===== src/core/ssd_defs.vh =====
`ifndef SSD_DEFS_VH
`define SSD_DEFS_VH
`define SSD_A_CMD 8'h00
`define SSD_A_CTRL 8'h04
`define SSD_A_STCNT 8'h08
`define SSD_A_SCALE 8'h0c
`define SSD_A_OFFS 8'h10
`define SSD_A_LIMLO 8'h14
`define SSD_A_LIMHI 8'h18
`define SSD_A_OCOND 8'h1c
`define SSD_A_ORISE 8'h20
`define SSD_A_OFALL 8'h24
`define SSD_A_OEVT 8'h28
`define SSD_A_OEN 8'h2c
`define SSD_A_SEVT 8'h30
`define SSD_A_SEN 8'h34
`define SSD_A_SRE 8'h38
`define SSD_A_STB 8'h3c
`define SSD_A_OBUF 8'h40
`define SSD_A_DVAL 8'h44
`define SSD_A_ISTAT 8'h48
`define SSD_A_IEN 8'h4c
`define SSD_A_ICLR 8'h50
`define SSD_CMD_INIT 4'h1
`define SSD_CMD_WAIT 4'h2
`define SSD_CMD_OPCQ 4'h3
`define SSD_CMD_OPC 4'h4
`define SSD_CMD_CLS 4'h5
`define SSD_CMD_RST 4'h6
`define SSD_CMD_RECALC 4'h7
`define SSD_CTL_MATH 0
`define SSD_CTL_LIMIT 1
`define SSD_CTL_STATS 2
`define SSD_CTL_DISP 3
`define SSD_CTL_FEED 4
`define SSD_CTL_GRAPH 5
`define SSD_CTL_AUTO 6
`define SSD_CTRL_RST 7'h08
`define SSD_OPER_MEAS 4
`define SSD_STB_ESB 5
`define SSD_STB_RQS 6
`define SSD_STB_OPER 7
`define SSD_ESR_OPC 0
`define SSD_SCALE_RST 16'h0001
`define SSD_OFFS_RST 32'h00000000
`define SSD_STCNT_RST 16'h0064
`define SSD_LIMLO_RST 32'h00000000
`define SSD_LIMHI_RST 32'hffffffff
`define SSD_MODE_RAW 3'h0
`define SSD_MODE_SCALED 3'h1
`define SSD_MODE_GRAPH 3'h2
`define SSD_MODE_STATS 3'h3
`endif


===== src/core/ssd_divider.v =====
`timescale 1ns/1ps
`default_nettype none
module ssd_divider #(
   parameter NW = 48,
   parameter DW = 16
) (
   input wire clk_i,
   input wire rst_n_i,
   input wire start_i,
   input wire [NW-1:0] num_i,
   input wire [DW-1:0] den_i,
   output reg busy_o,
   output reg done_o,
   output reg [NW-1:0] quo_o
);
   localparam integer NCNT = NW;
   reg [DW-1:0] rem_reg;
   reg [DW-1:0] den_reg;
   reg [7:0] cnt_reg;
   wire [DW:0] shifted = {rem_reg, quo_o[NW-1]};
   wire [DW:0] diff = shifted - {1'b0, den_reg};
   wire fits = (shifted >= {1'b0, den_reg});
   // restoring divide, one quotient bit per cycle to keep it small
   always @(posedge clk_i or negedge rst_n_i) begin
      if (!rst_n_i) begin
         rem_reg <= {DW{1'b0}};
         den_reg <= {DW{1'b0}};
         cnt_reg <= 8'h00;
         busy_o <= 1'b0;
         done_o <= 1'b0;
         quo_o <= {NW{1'b0}};
      end else begin
         done_o <= 1'b0;
         if (start_i) begin
            rem_reg <= {DW{1'b0}};
            den_reg <= den_i;
            quo_o <= num_i;
            cnt_reg <= NCNT[7:0];
            busy_o <= 1'b1;
         end else if (busy_o) begin
            rem_reg <= fits ? diff[DW-1:0] : shifted[DW-1:0];
            quo_o <= {quo_o[NW-2:0], fits};
            cnt_reg <= cnt_reg - 8'h01;
            if (cnt_reg == 8'h01) begin
               busy_o <= 1'b0;
               done_o <= 1'b1;
            end
         end
      end
   end
endmodule // ssd_divider
`default_nettype wire


===== src/core/ssd_top.v =====
`timescale 1ns/1ps
`default_nettype none
`include "ssd_defs.vh"
module ssd_top #(
   parameter DW = 32,
   parameter SW = 16,
   parameter SUMW = 48
) (
   // clock and reset
   input wire CLK_I,
   input wire RST_N_I,
   // apb slave
   input wire PSEL_I,
   input wire PENABLE_I,
   input wire PWRITE_I,
   input wire [7:0] PADDR_I,
   input wire [31:0] PWDATA_I,
   output reg [31:0] PRDATA_O,
   output reg PREADY_O,
   output reg PSLVERR_O,
   // measurement front end, same clock
   input wire MEAS_VALID_I,
   input wire [DW-1:0] MEAS_DATA_I,
   output reg MEAS_START_O,
   // display
   output reg [DW-1:0] DISP_VALUE_O,
   output reg [2:0] DISP_MODE_O,
   output reg [1:0] DISP_LIMIT_O,
   output reg DISP_BLANK_O,
   output reg REMOTE_LED_O,
   output reg SRQ_LED_O,
   // service request and interrupt
   output reg SRQ_O,
   output reg IRQ_O
);
   reg [6:0] ctrl_reg;
   reg [SW-1:0] stcnt_reg;
   reg [SW-1:0] scale_reg;
   reg [DW-1:0] offs_reg;
   reg [DW-1:0] limlo_reg;
   reg [DW-1:0] limhi_reg;
   reg [15:0] orise_reg;
   reg [15:0] ofall_reg;
   reg [15:0] oevt_reg;
   reg [15:0] oen_reg;
   reg [15:0] oprev_reg;
   reg [7:0] sevt_reg;
   reg [7:0] sen_reg;
   reg [7:0] sre_reg;
   reg [3:0] istat_reg;
   reg [3:0] ien_reg;
   reg run_reg;
   reg mwait_reg;
   reg [SW-1:0] remain_reg;
   reg [SW-1:0] n_reg;
   reg [SUMW-1:0] sum_reg;
   reg div_go_reg;
   reg [DW-1:0] raw_reg;
   reg [DW-1:0] mean_reg;
   reg [DW-1:0] dval_reg;
   reg [1:0] dlim_reg;
   reg wai_reg;
   reg slot_vld_reg;
   reg [3:0] slot_op_reg;
   reg opc_arm_reg;
   reg opcq_arm_reg;
   reg obuf_vld_reg;
   reg [31:0] rdata_next;
   reg dec_ok;
   wire div_busy;
   wire div_done;
   wire [SUMW-1:0] div_quo;
   // bus handshake: answer one cycle into the access phase; OBUF reads stall on a pending query, CMD writes on a held command
   wire acc = PSEL_I & PENABLE_I;
   wire fin = acc & PREADY_O;
   wire wr_fin = fin & PWRITE_I;
   wire rd_fin = fin & ~PWRITE_I;
   wire busy = run_reg | div_busy | div_go_reg;
   wire cmd_wr = wr_fin & (PADDR_I == `SSD_A_CMD);
   wire obuf_stall = ~PWRITE_I & (PADDR_I == `SSD_A_OBUF) & opcq_arm_reg;
   wire cmd_stall = PWRITE_I & (PADDR_I == `SSD_A_CMD) & slot_vld_reg;
   wire answer = acc & ~PREADY_O & ~obuf_stall & ~cmd_stall;
   wire slot_go = slot_vld_reg & ~wai_reg;
   wire direct = cmd_wr & ~wai_reg & ~slot_vld_reg;
   wire ex = slot_go | direct;
   wire [3:0] ex_op = slot_go ? slot_op_reg : PWDATA_I[3:0];
   wire ex_init = ex & (ex_op == `SSD_CMD_INIT);
   wire ex_cls = ex & (ex_op == `SSD_CMD_CLS);
   wire ex_rst = ex & (ex_op == `SSD_CMD_RST);
   wire ex_recalc = ex & (ex_op == `SSD_CMD_RECALC);

   wire take = MEAS_VALID_I & mwait_reg;
   wire last = take & (remain_reg == {{(SW-1){1'b0}}, 1'b1});
   wire m_en = ctrl_reg[`SSD_CTL_MATH];
   wire l_en = ctrl_reg[`SSD_CTL_LIMIT];
   wire s_en = ctrl_reg[`SSD_CTL_STATS];
   wire d_en = ctrl_reg[`SSD_CTL_DISP];
   wire stats_sel = s_en & ctrl_reg[`SSD_CTL_FEED];
   wire graph = l_en & ctrl_reg[`SSD_CTL_GRAPH] & ~stats_sel;

   wire [DW-1:0] src = take ? MEAS_DATA_I : raw_reg;
   wire [DW+SW-1:0] prod = src * scale_reg;
   wire [DW-1:0] mval = m_en ? (prod[DW-1:0] + offs_reg) : src;
   wire below = l_en & (mval < limlo_reg);
   wire above = l_en & (mval > limhi_reg);
   wire refresh = take | ex_recalc;
   wire [15:0] ocond = {11'h000, run_reg, 4'h0};
   wire [15:0] oset = (orise_reg & ocond & ~oprev_reg) |
                      (ofall_reg & ~ocond & oprev_reg);
   wire opc_set = opc_arm_reg & ~busy;
   wire [7:0] sset = {7'h00, opc_set};
   wire oevt_rd = rd_fin & (PADDR_I == `SSD_A_OEVT);
   wire sevt_rd = rd_fin & (PADDR_I == `SSD_A_SEVT);
   wire oper_sum = |(oevt_reg & oen_reg);
   wire esb_sum = |(sevt_reg & sen_reg);
   wire [7:0] stb_low = {oper_sum, 1'b0, esb_sum, 5'h00};
   wire rqs = |(stb_low & sre_reg & 8'hbf);
   wire [7:0] stb = {oper_sum, rqs, esb_sum, 5'h00};
   wire meas_end = oprev_reg[`SSD_OPER_MEAS] & ~run_reg;
   wire [3:0] iset = {take & (below | above), rqs & ~SRQ_O, opc_set, meas_end};
   wire iclr_wr = wr_fin & (PADDR_I == `SSD_A_ICLR);

   always @* begin
      rdata_next = 32'h00000000;
      dec_ok = 1'b1;
      case (PADDR_I)
         `SSD_A_CMD: rdata_next = 32'h00000000;
         `SSD_A_CTRL: rdata_next = {25'h0000000, ctrl_reg};
         `SSD_A_STCNT: rdata_next = {16'h0000, stcnt_reg};
         `SSD_A_SCALE: rdata_next = {16'h0000, scale_reg};
         `SSD_A_OFFS: rdata_next = offs_reg;
         `SSD_A_LIMLO: rdata_next = limlo_reg;
         `SSD_A_LIMHI: rdata_next = limhi_reg;
         `SSD_A_OCOND: rdata_next = {16'h0000, ocond};
         `SSD_A_ORISE: rdata_next = {16'h0000, orise_reg};
         `SSD_A_OFALL: rdata_next = {16'h0000, ofall_reg};
         `SSD_A_OEVT: rdata_next = {16'h0000, oevt_reg};
         `SSD_A_OEN: rdata_next = {16'h0000, oen_reg};
         `SSD_A_SEVT: rdata_next = {24'h000000, sevt_reg};
         `SSD_A_SEN: rdata_next = {24'h000000, sen_reg};
         `SSD_A_SRE: rdata_next = {24'h000000, sre_reg};
         `SSD_A_STB: rdata_next = {24'h000000, stb};
         `SSD_A_OBUF: rdata_next = {31'h00000000, obuf_vld_reg};
         `SSD_A_DVAL: rdata_next = dval_reg;
         `SSD_A_ISTAT: rdata_next = {28'h0000000, istat_reg};
         `SSD_A_IEN: rdata_next = {28'h0000000, ien_reg};
         `SSD_A_ICLR: rdata_next = 32'h00000000;
         default: dec_ok = 1'b0;
      endcase
   end

   ssd_divider #(.NW(SUMW), .DW(SW)) u_div (
      .clk_i(CLK_I),
      .rst_n_i(RST_N_I),
      .start_i(div_go_reg),
      .num_i(sum_reg),
      .den_i(n_reg),
      .busy_o(div_busy),
      .done_o(div_done),
      .quo_o(div_quo)
   );

   // bus response and status flags
   always @(posedge CLK_I or negedge RST_N_I) begin
      if (!RST_N_I) begin
         PREADY_O <= 1'b0;
         PRDATA_O <= 32'h00000000;
         PSLVERR_O <= 1'b0;
         REMOTE_LED_O <= 1'b0;
         oprev_reg <= 16'h0000;
         oevt_reg <= 16'h0000;
         sevt_reg <= 8'h00;
         istat_reg <= 4'h0;
         SRQ_O <= 1'b0;
         SRQ_LED_O <= 1'b0;
         IRQ_O <= 1'b0;
      end else begin
         PREADY_O <= answer;
         PRDATA_O <= answer & ~PWRITE_I & dec_ok ? rdata_next : 32'h00000000;
         PSLVERR_O <= answer & ~dec_ok;
         if (fin) begin
            REMOTE_LED_O <= 1'b1;
         end
         oprev_reg <= ocond;
         oevt_reg <= ((oevt_rd | ex_cls) ? 16'h0000 : oevt_reg) | oset;
         sevt_reg <= ((sevt_rd | ex_cls) ? 8'h00 : sevt_reg) | sset;
         istat_reg <= (iclr_wr ? (istat_reg & ~PWDATA_I[3:0]) : istat_reg) | iset;
         SRQ_O <= rqs;
         SRQ_LED_O <= rqs;
         IRQ_O <= |(istat_reg & ien_reg);
      end
   end

   // software settings
   always @(posedge CLK_I or negedge RST_N_I) begin
      if (!RST_N_I) begin
         ctrl_reg <= `SSD_CTRL_RST;
         stcnt_reg <= `SSD_STCNT_RST;
         scale_reg <= `SSD_SCALE_RST;
         offs_reg <= `SSD_OFFS_RST;
         limlo_reg <= `SSD_LIMLO_RST;
         limhi_reg <= `SSD_LIMHI_RST;
         orise_reg <= 16'h0000;
         ofall_reg <= 16'h0000;
         oen_reg <= 16'h0000;
         sen_reg <= 8'h00;
         sre_reg <= 8'h00;
         ien_reg <= 4'h0;
      end else if (ex_rst) begin
         ctrl_reg <= `SSD_CTRL_RST;
         stcnt_reg <= `SSD_STCNT_RST;
         scale_reg <= `SSD_SCALE_RST;
         offs_reg <= `SSD_OFFS_RST;
         limlo_reg <= `SSD_LIMLO_RST;
         limhi_reg <= `SSD_LIMHI_RST;
      end else if (wr_fin) begin
         case (PADDR_I)
            `SSD_A_CTRL: ctrl_reg <= PWDATA_I[6:0];
            `SSD_A_STCNT: stcnt_reg <= PWDATA_I[SW-1:0];
            `SSD_A_SCALE: scale_reg <= PWDATA_I[SW-1:0];
            `SSD_A_OFFS: offs_reg <= PWDATA_I;
            `SSD_A_LIMLO: limlo_reg <= PWDATA_I;
            `SSD_A_LIMHI: limhi_reg <= PWDATA_I;
            `SSD_A_ORISE: orise_reg <= PWDATA_I[15:0];
            `SSD_A_OFALL: ofall_reg <= PWDATA_I[15:0];
            `SSD_A_OEN: oen_reg <= PWDATA_I[15:0];
            `SSD_A_SEN: sen_reg <= PWDATA_I[7:0];
            `SSD_A_SRE: sre_reg <= PWDATA_I[7:0];
            `SSD_A_IEN: ien_reg <= PWDATA_I[3:0];
            default: ien_reg <= ien_reg;
         endcase
      end
   end

   // command sequencing
   always @(posedge CLK_I or negedge RST_N_I) begin
      if (!RST_N_I) begin
         wai_reg <= 1'b0;
         slot_vld_reg <= 1'b0;
         slot_op_reg <= 4'h0;
         opc_arm_reg <= 1'b0;
         opcq_arm_reg <= 1'b0;
         obuf_vld_reg <= 1'b0;
      end else begin
         // hold commands accepted during a wait
         if (cmd_wr & (wai_reg | slot_vld_reg)) begin
            slot_vld_reg <= 1'b1;
            slot_op_reg <= PWDATA_I[3:0];
         end else if (slot_go) begin
            slot_vld_reg <= 1'b0;
         end
         if (ex & (ex_op == `SSD_CMD_WAIT)) begin
            wai_reg <= 1'b1;
         end else if (~busy) begin
            wai_reg <= 1'b0;
         end
         if (ex & (ex_op == `SSD_CMD_OPC)) begin
            opc_arm_reg <= 1'b1;
         end else if (opc_set | ex_cls) begin
            opc_arm_reg <= 1'b0;
         end
         // query answer, set wins so an answer is never lost
         if (ex & (ex_op == `SSD_CMD_OPCQ)) begin
            opcq_arm_reg <= 1'b1;
         end else if (opcq_arm_reg & ~busy) begin
            opcq_arm_reg <= 1'b0;
         end
         obuf_vld_reg <= (opcq_arm_reg & ~busy) |
                         (obuf_vld_reg & ~ex_cls & ~(rd_fin & (PADDR_I == `SSD_A_OBUF)));
      end
   end

   // measurement run and statistics
   always @(posedge CLK_I or negedge RST_N_I) begin
      if (!RST_N_I) begin
         run_reg <= 1'b0;
         mwait_reg <= 1'b0;
         MEAS_START_O <= 1'b0;
         remain_reg <= {SW{1'b0}};
         n_reg <= {SW{1'b0}};
         sum_reg <= {SUMW{1'b0}};
         div_go_reg <= 1'b0;
         raw_reg <= {DW{1'b0}};
         mean_reg <= {DW{1'b0}};
      end else begin
         MEAS_START_O <= 1'b0;
         div_go_reg <= 1'b0;
         if (ex_init) begin
            run_reg <= 1'b1;
            mwait_reg <= 1'b0;
            sum_reg <= {SUMW{1'b0}};
            n_reg <= {SW{1'b0}};
            if (ctrl_reg[`SSD_CTL_AUTO] & s_en & (stcnt_reg != {SW{1'b0}})) begin
               remain_reg <= stcnt_reg;
            end else begin
               remain_reg <= {{(SW-1){1'b0}}, 1'b1};
            end
         end else if (ex_rst) begin
            run_reg <= 1'b0;
            mwait_reg <= 1'b0;
         end else begin
            if (run_reg & ~mwait_reg) begin
               MEAS_START_O <= 1'b1;
               mwait_reg <= 1'b1;
            end
            if (take) begin
               mwait_reg <= 1'b0;
               raw_reg <= MEAS_DATA_I;
               sum_reg <= sum_reg + {{(SUMW-DW){1'b0}}, mval};
               n_reg <= n_reg + {{(SW-1){1'b0}}, 1'b1};
               remain_reg <= remain_reg - {{(SW-1){1'b0}}, 1'b1};
               if (last) begin
                  run_reg <= 1'b0;
                  div_go_reg <= s_en;
               end
            end
         end
         if (div_done) begin
            mean_reg <= div_quo[DW-1:0];
         end
      end
   end

   // display refresh and blanking
   always @(posedge CLK_I or negedge RST_N_I) begin
      if (!RST_N_I) begin
         dval_reg <= {DW{1'b0}};
         dlim_reg <= 2'h0;
         DISP_VALUE_O <= {DW{1'b0}};
         DISP_MODE_O <= `SSD_MODE_RAW;
         DISP_LIMIT_O <= 2'h0;
         DISP_BLANK_O <= 1'b0;
      end else begin
         if (stats_sel & div_done) begin
            dval_reg <= div_quo[DW-1:0];
         end else if (stats_sel & ex_recalc) begin
            dval_reg <= mean_reg;
         end else if (refresh & ~stats_sel) begin
            dval_reg <= mval;
            dlim_reg <= {above, below};
         end
         DISP_BLANK_O <= ~d_en;
         DISP_VALUE_O <= d_en ? dval_reg : {DW{1'b0}};
         DISP_LIMIT_O <= (d_en & graph) ? dlim_reg : 2'h0;
         // four modes, blanking is on DISP_BLANK_O, not a mode
         DISP_MODE_O <= stats_sel ? `SSD_MODE_STATS :
                        graph ? `SSD_MODE_GRAPH :
                        m_en ? `SSD_MODE_SCALED : `SSD_MODE_RAW;
      end
   end
endmodule // ssd_top
`default_nettype wire


===== config.mk =====
export PLATFORM = sky130hd
export DESIGN_NAME = ssd_top
export DESIGN_NICKNAME = d
export VERILOG_FILES = /design/src/core/ssd_divider.v /design/src/core/ssd_top.v
export VERILOG_INCLUDE_DIRS = /design/src /design/src/core
export SDC_FILE = /design/constraint.sdc
export NUM_CORES = 2
export LEC_CHECK = 0
export BUFFER_PORTS_ARGS = -buffer_cell sky130_fd_sc_hd__buf_2
export CAP_MARGIN = 25
export CORE_UTILIZATION = 58
export DETAILED_ROUTE_END_ITERATION = 16
export GPL_TIMING_DRIVEN = 0
export PLACE_DENSITY = 0.84
export SYNTH_ARGS = -nofsm -noshare
export SYNTH_HDL_FRONTEND = slang
export SYNTH_SLANG_ARGS = --single-unit

===== constraint.sdc =====
create_clock -name CLK_I -period 9 [get_ports CLK_I]
set_input_delay 0.9 -clock CLK_I [delete_from_list [all_inputs] [get_ports CLK_I]]
set_output_delay 0.9 -clock CLK_I [all_outputs]
set_load 0.005 [all_outputs]

==> results.py <==
metrics = {
    "run_status": {
        "status": "finished, violations left",
        "violations": "negative setup slack",
    },
    "yosys": {
        "synth_cell_types": 80,
        "synthCells": 4503,
        "synthArstFlopShare_pct": 100,
        "synth_edf_count": 0,
        "synth_common_cells": "793 x nand2_1, 563 x inv_1, 528 x dfrtp_1, 336 x fa_1, 312 x a21oi_1",
        "ys_seq_elements": 565,
        "synth_area_leaders": "dfrtp_1 32%, fa_1 16%, nand2_1 7.2%",
        "syn_nets": 5101,
        "yosysWarnings": 0,
        "yosysSeqAreaShare_pct": 34.1,
        "synth_area_mm2": 0.0416,
        "synth_area_leader_cell": "dfrtp_1",
        "synthMostInstantiatedCell": "nand2_1",
        "synth_area_per_cell_um2": 9.23,
        "synth_top_area_share_pct": 31.8,
        "synthFlopType": "dfrtp_1",
    },
    "routing": {
        "drt_iter0_drc": 3980,
        "viasPerCell": 6.21,
        "wl_per_cell_um": 24.4,
        "wirelength_mm": 141,
        "vias": 35900,
        "dr.pass1.iters": 9,
        "drtAntennaViolNets": 0,
        "drc": 0,
    },
    "cts": {
        "htree_levels": 2,
        "cts_made_buffers": 59,
        "clkTransAtPathRegs_ps": 60,
        "cts_tree": "built",
        "clockRootBuffer": "clkbuf_16",
        "cts_num_sinks": 565,
        "clock_latency_ps": 670,
        "cts.hold.buffers_added": 0,
        "cts.path.max_buffers": 3,
    },
    "power_and_ir_drop": {
        "intPower_mw": 5.84,
        "power.leakage_nw": 22.0,
        "power_density_mw_per_mm2": 203,
        "pwr-share-comb_pct": 39.8,
        "power.switching_mw": 3.74,
        "p_sw_share_pct": 39.1,
        "peakVddDrop_v": 0.000205,
        "p_seq_share_pct": 32.8,
        "pwr-share-clk_pct": 27.4,
    },
    "final_layout": {
        "layout.nets": 5379,
        "area_growth_syn_to_layout_pct": 13.9,
        "fin_cells": 5772,
        "layout-drive-gt1-share_pct": 14.6,
        "postLayoutCoreUtil_pct": 67.1,
    },
    "global_routing": {
        "grt-ovfl-total": 0,
        "grt_pass1_vias": 35800,
        "grt_max_degree": 123,
        "antenna_found_initial": 4,
        "track_usage_pct": 38.4,
        "grt_pass1_wl_mm": 212,
    },
    "die": {
        "die_x_um": 270,
        "die_area_mm2": 0.0727,
        "start_util_pct": 58.9,
        "core_mm2": 0.0705,
        "io_pins": 155,
        "die_h_um": 270,
        "num_rows": 97,
    },
    "placed_design": {
        "dp.cells": 5601,
        "gp_congestion": 1.02,
        "port_buffers": 149,
        "dpl.hpwl_mm": 105,
    },
    "setup_path": {
        "rr_worst_depth": 33,
        "reg2reg_from": "mwait_reg",
        "crit_family": "adder cells",
        "critical_path_class": "reg2reg",
        "cp_data_required_time_ps": 9520,
        "start_kind": "flip-flop",
        "r2r_end": "sum_reg[43]",
        "worstPathArrival_ps": 9590,
        "crit_slowest_cell": "fa_1",
        "rrSetupSlack_ps": -70,
        "cp_num_buf_inv": 7,
        "crit_top_cell": "fa_1",
        "critPathMaxStageDelay_ps": 550,
        "cp_max_fo": 10,
        "critical_path.endpoint_type": "flip-flop",
    },
    "run": {
        "drv_cap": 0,
    },
    "timing": {
        "setup_ws_ps": -70.4,
        "final_hold_viol_count": 0,
        "fin_worst_skew_ps": 34.6,
        "tightest_slew_ps": 1220,
        "fin_crit_sh_pct": 101,
        "drv_slew": 0,
        "period_needed_ps": 9070,
        "final-setup-viol-count": 11,
        "fmaxAchievable_mhz": 110,
        "grt_setup_unrepaired": "yes",
        "slew_headroom_pct": 18.5,
    },
    "min_path": {
        "min_path_type": "in2async",
    },
}
## power groups by stage
stage	logic (mW)	registers, mW	clock network (mW)
floorplan	2.07	3.00	0
global placement	2.98	3.14	0
detailed placement	3.04	3.14	0
CTS	3.48	3.11	2.64
global route	4.07	3.15	2.73
finish	3.82	3.14	2.63
## cell families after synthesis
logic type / after synthesis / synth area share (%)
other cells: 1 / 0.00902
fa+ha+maj: 521 / 21.7
buf+inv: 803 / 7.31
compound gates: 837 / 12.8
xor+xnor: 115 / 2.46
flops: 565 / 34.1
simple gates: 1426 / 15.4
mux: 235 / 6.17
## timing repair
item                                    CTS  global route
endpoints found under the setup margin   35            27
pin swaps                                39            61
cloned                                    2             1
gates resized for setup                 125            93
buffers inserted                         51            19
## cell usage in the layout, fill, tap and decap left out, types with 22 or more instances in the layout
master / instances
ha_1: 166
or3_1: 23
a31oi_1: 22
nor3_1: 25
dfrtp_1: 526
o21ai_0: 173
buf_4: 68
o211ai_1: 48
buf_2: 157
clkbuf_1: 187
a222oi_1: 31
fa_1: 332
mux2_2: 154
nand2b_1: 25
inv_1: 557
xor2_1: 46
a221oi_1: 26
and2_1: 159
nor2_1: 201
mux2i_1: 64
and3_1: 26
nand4_1: 29
xnor2_1: 63
nand3_1: 57
a21oi_1: 285
dfstp_2: 37
a21o_1: 42
clkbuf_16: 61
a22oi_1: 33
nand2_1: 788
## layout make-up
| cell class | instances | area (µm²) |
|---|---|---|
| Antenna cell | 3 | 7.51 |
| Timing Repair Buffer | 233 | 1590 |
| Multi-Input combinational cell | 3135 | 25100 |
| Clock inverter | 28 | 400 |
| Inverter | 563 | 2120 |
| Fill cell | 5266 | 23200 |
| Tap cell | 940 | 1180 |
| Sequential cell | 565 | 14200 |
| Buffer | 224 | 1070 |
| Clock buffer | 81 | 1650 |
## per-stage QoR
step	instance area [µm²]	hold WS [ps]	setup slack, ps	power (mW)	TNS [ps]
floorplan	41700	443	7.23	5.07	0
global route	47300	217	-228	9.96	-2870
finish	47300	160	-70.4	9.59	-360
global placement	43600	449	-4550	6.11	-2459220
detailed placement	43800	448	-2310	6.18	-68900
CTS	46800	177	1.75	9.23	0
## per-layer routing
layer,routed length (µm),up-vias,track usage (%)
li1,-,15400,-
met1,51800,17600,49.3
met2,62100,2318,58.5
met3,16700,570,9.91
met4,10200,6,23.2
met5,40,-,0
## worst max-delay path by stage
stage	cells past startpoint	slack, ps	start	endpoint
3_5_place_dp	37	-2310	MEAS_VALID_I	sum_reg[34]
2_1_floorplan	38	7	MEAS_VALID_I	sum_reg[43]
3_3_place_gp	1	-4550	RST_N_I	raw_reg[20]
5_1_grt	38	-230	mwait_reg	sum_reg[47]
6_report	33	-70	mwait_reg	sum_reg[43]
4_1_cts	40	2	mwait_reg	sum_reg[41]
(Power assumes the default switching activity.)
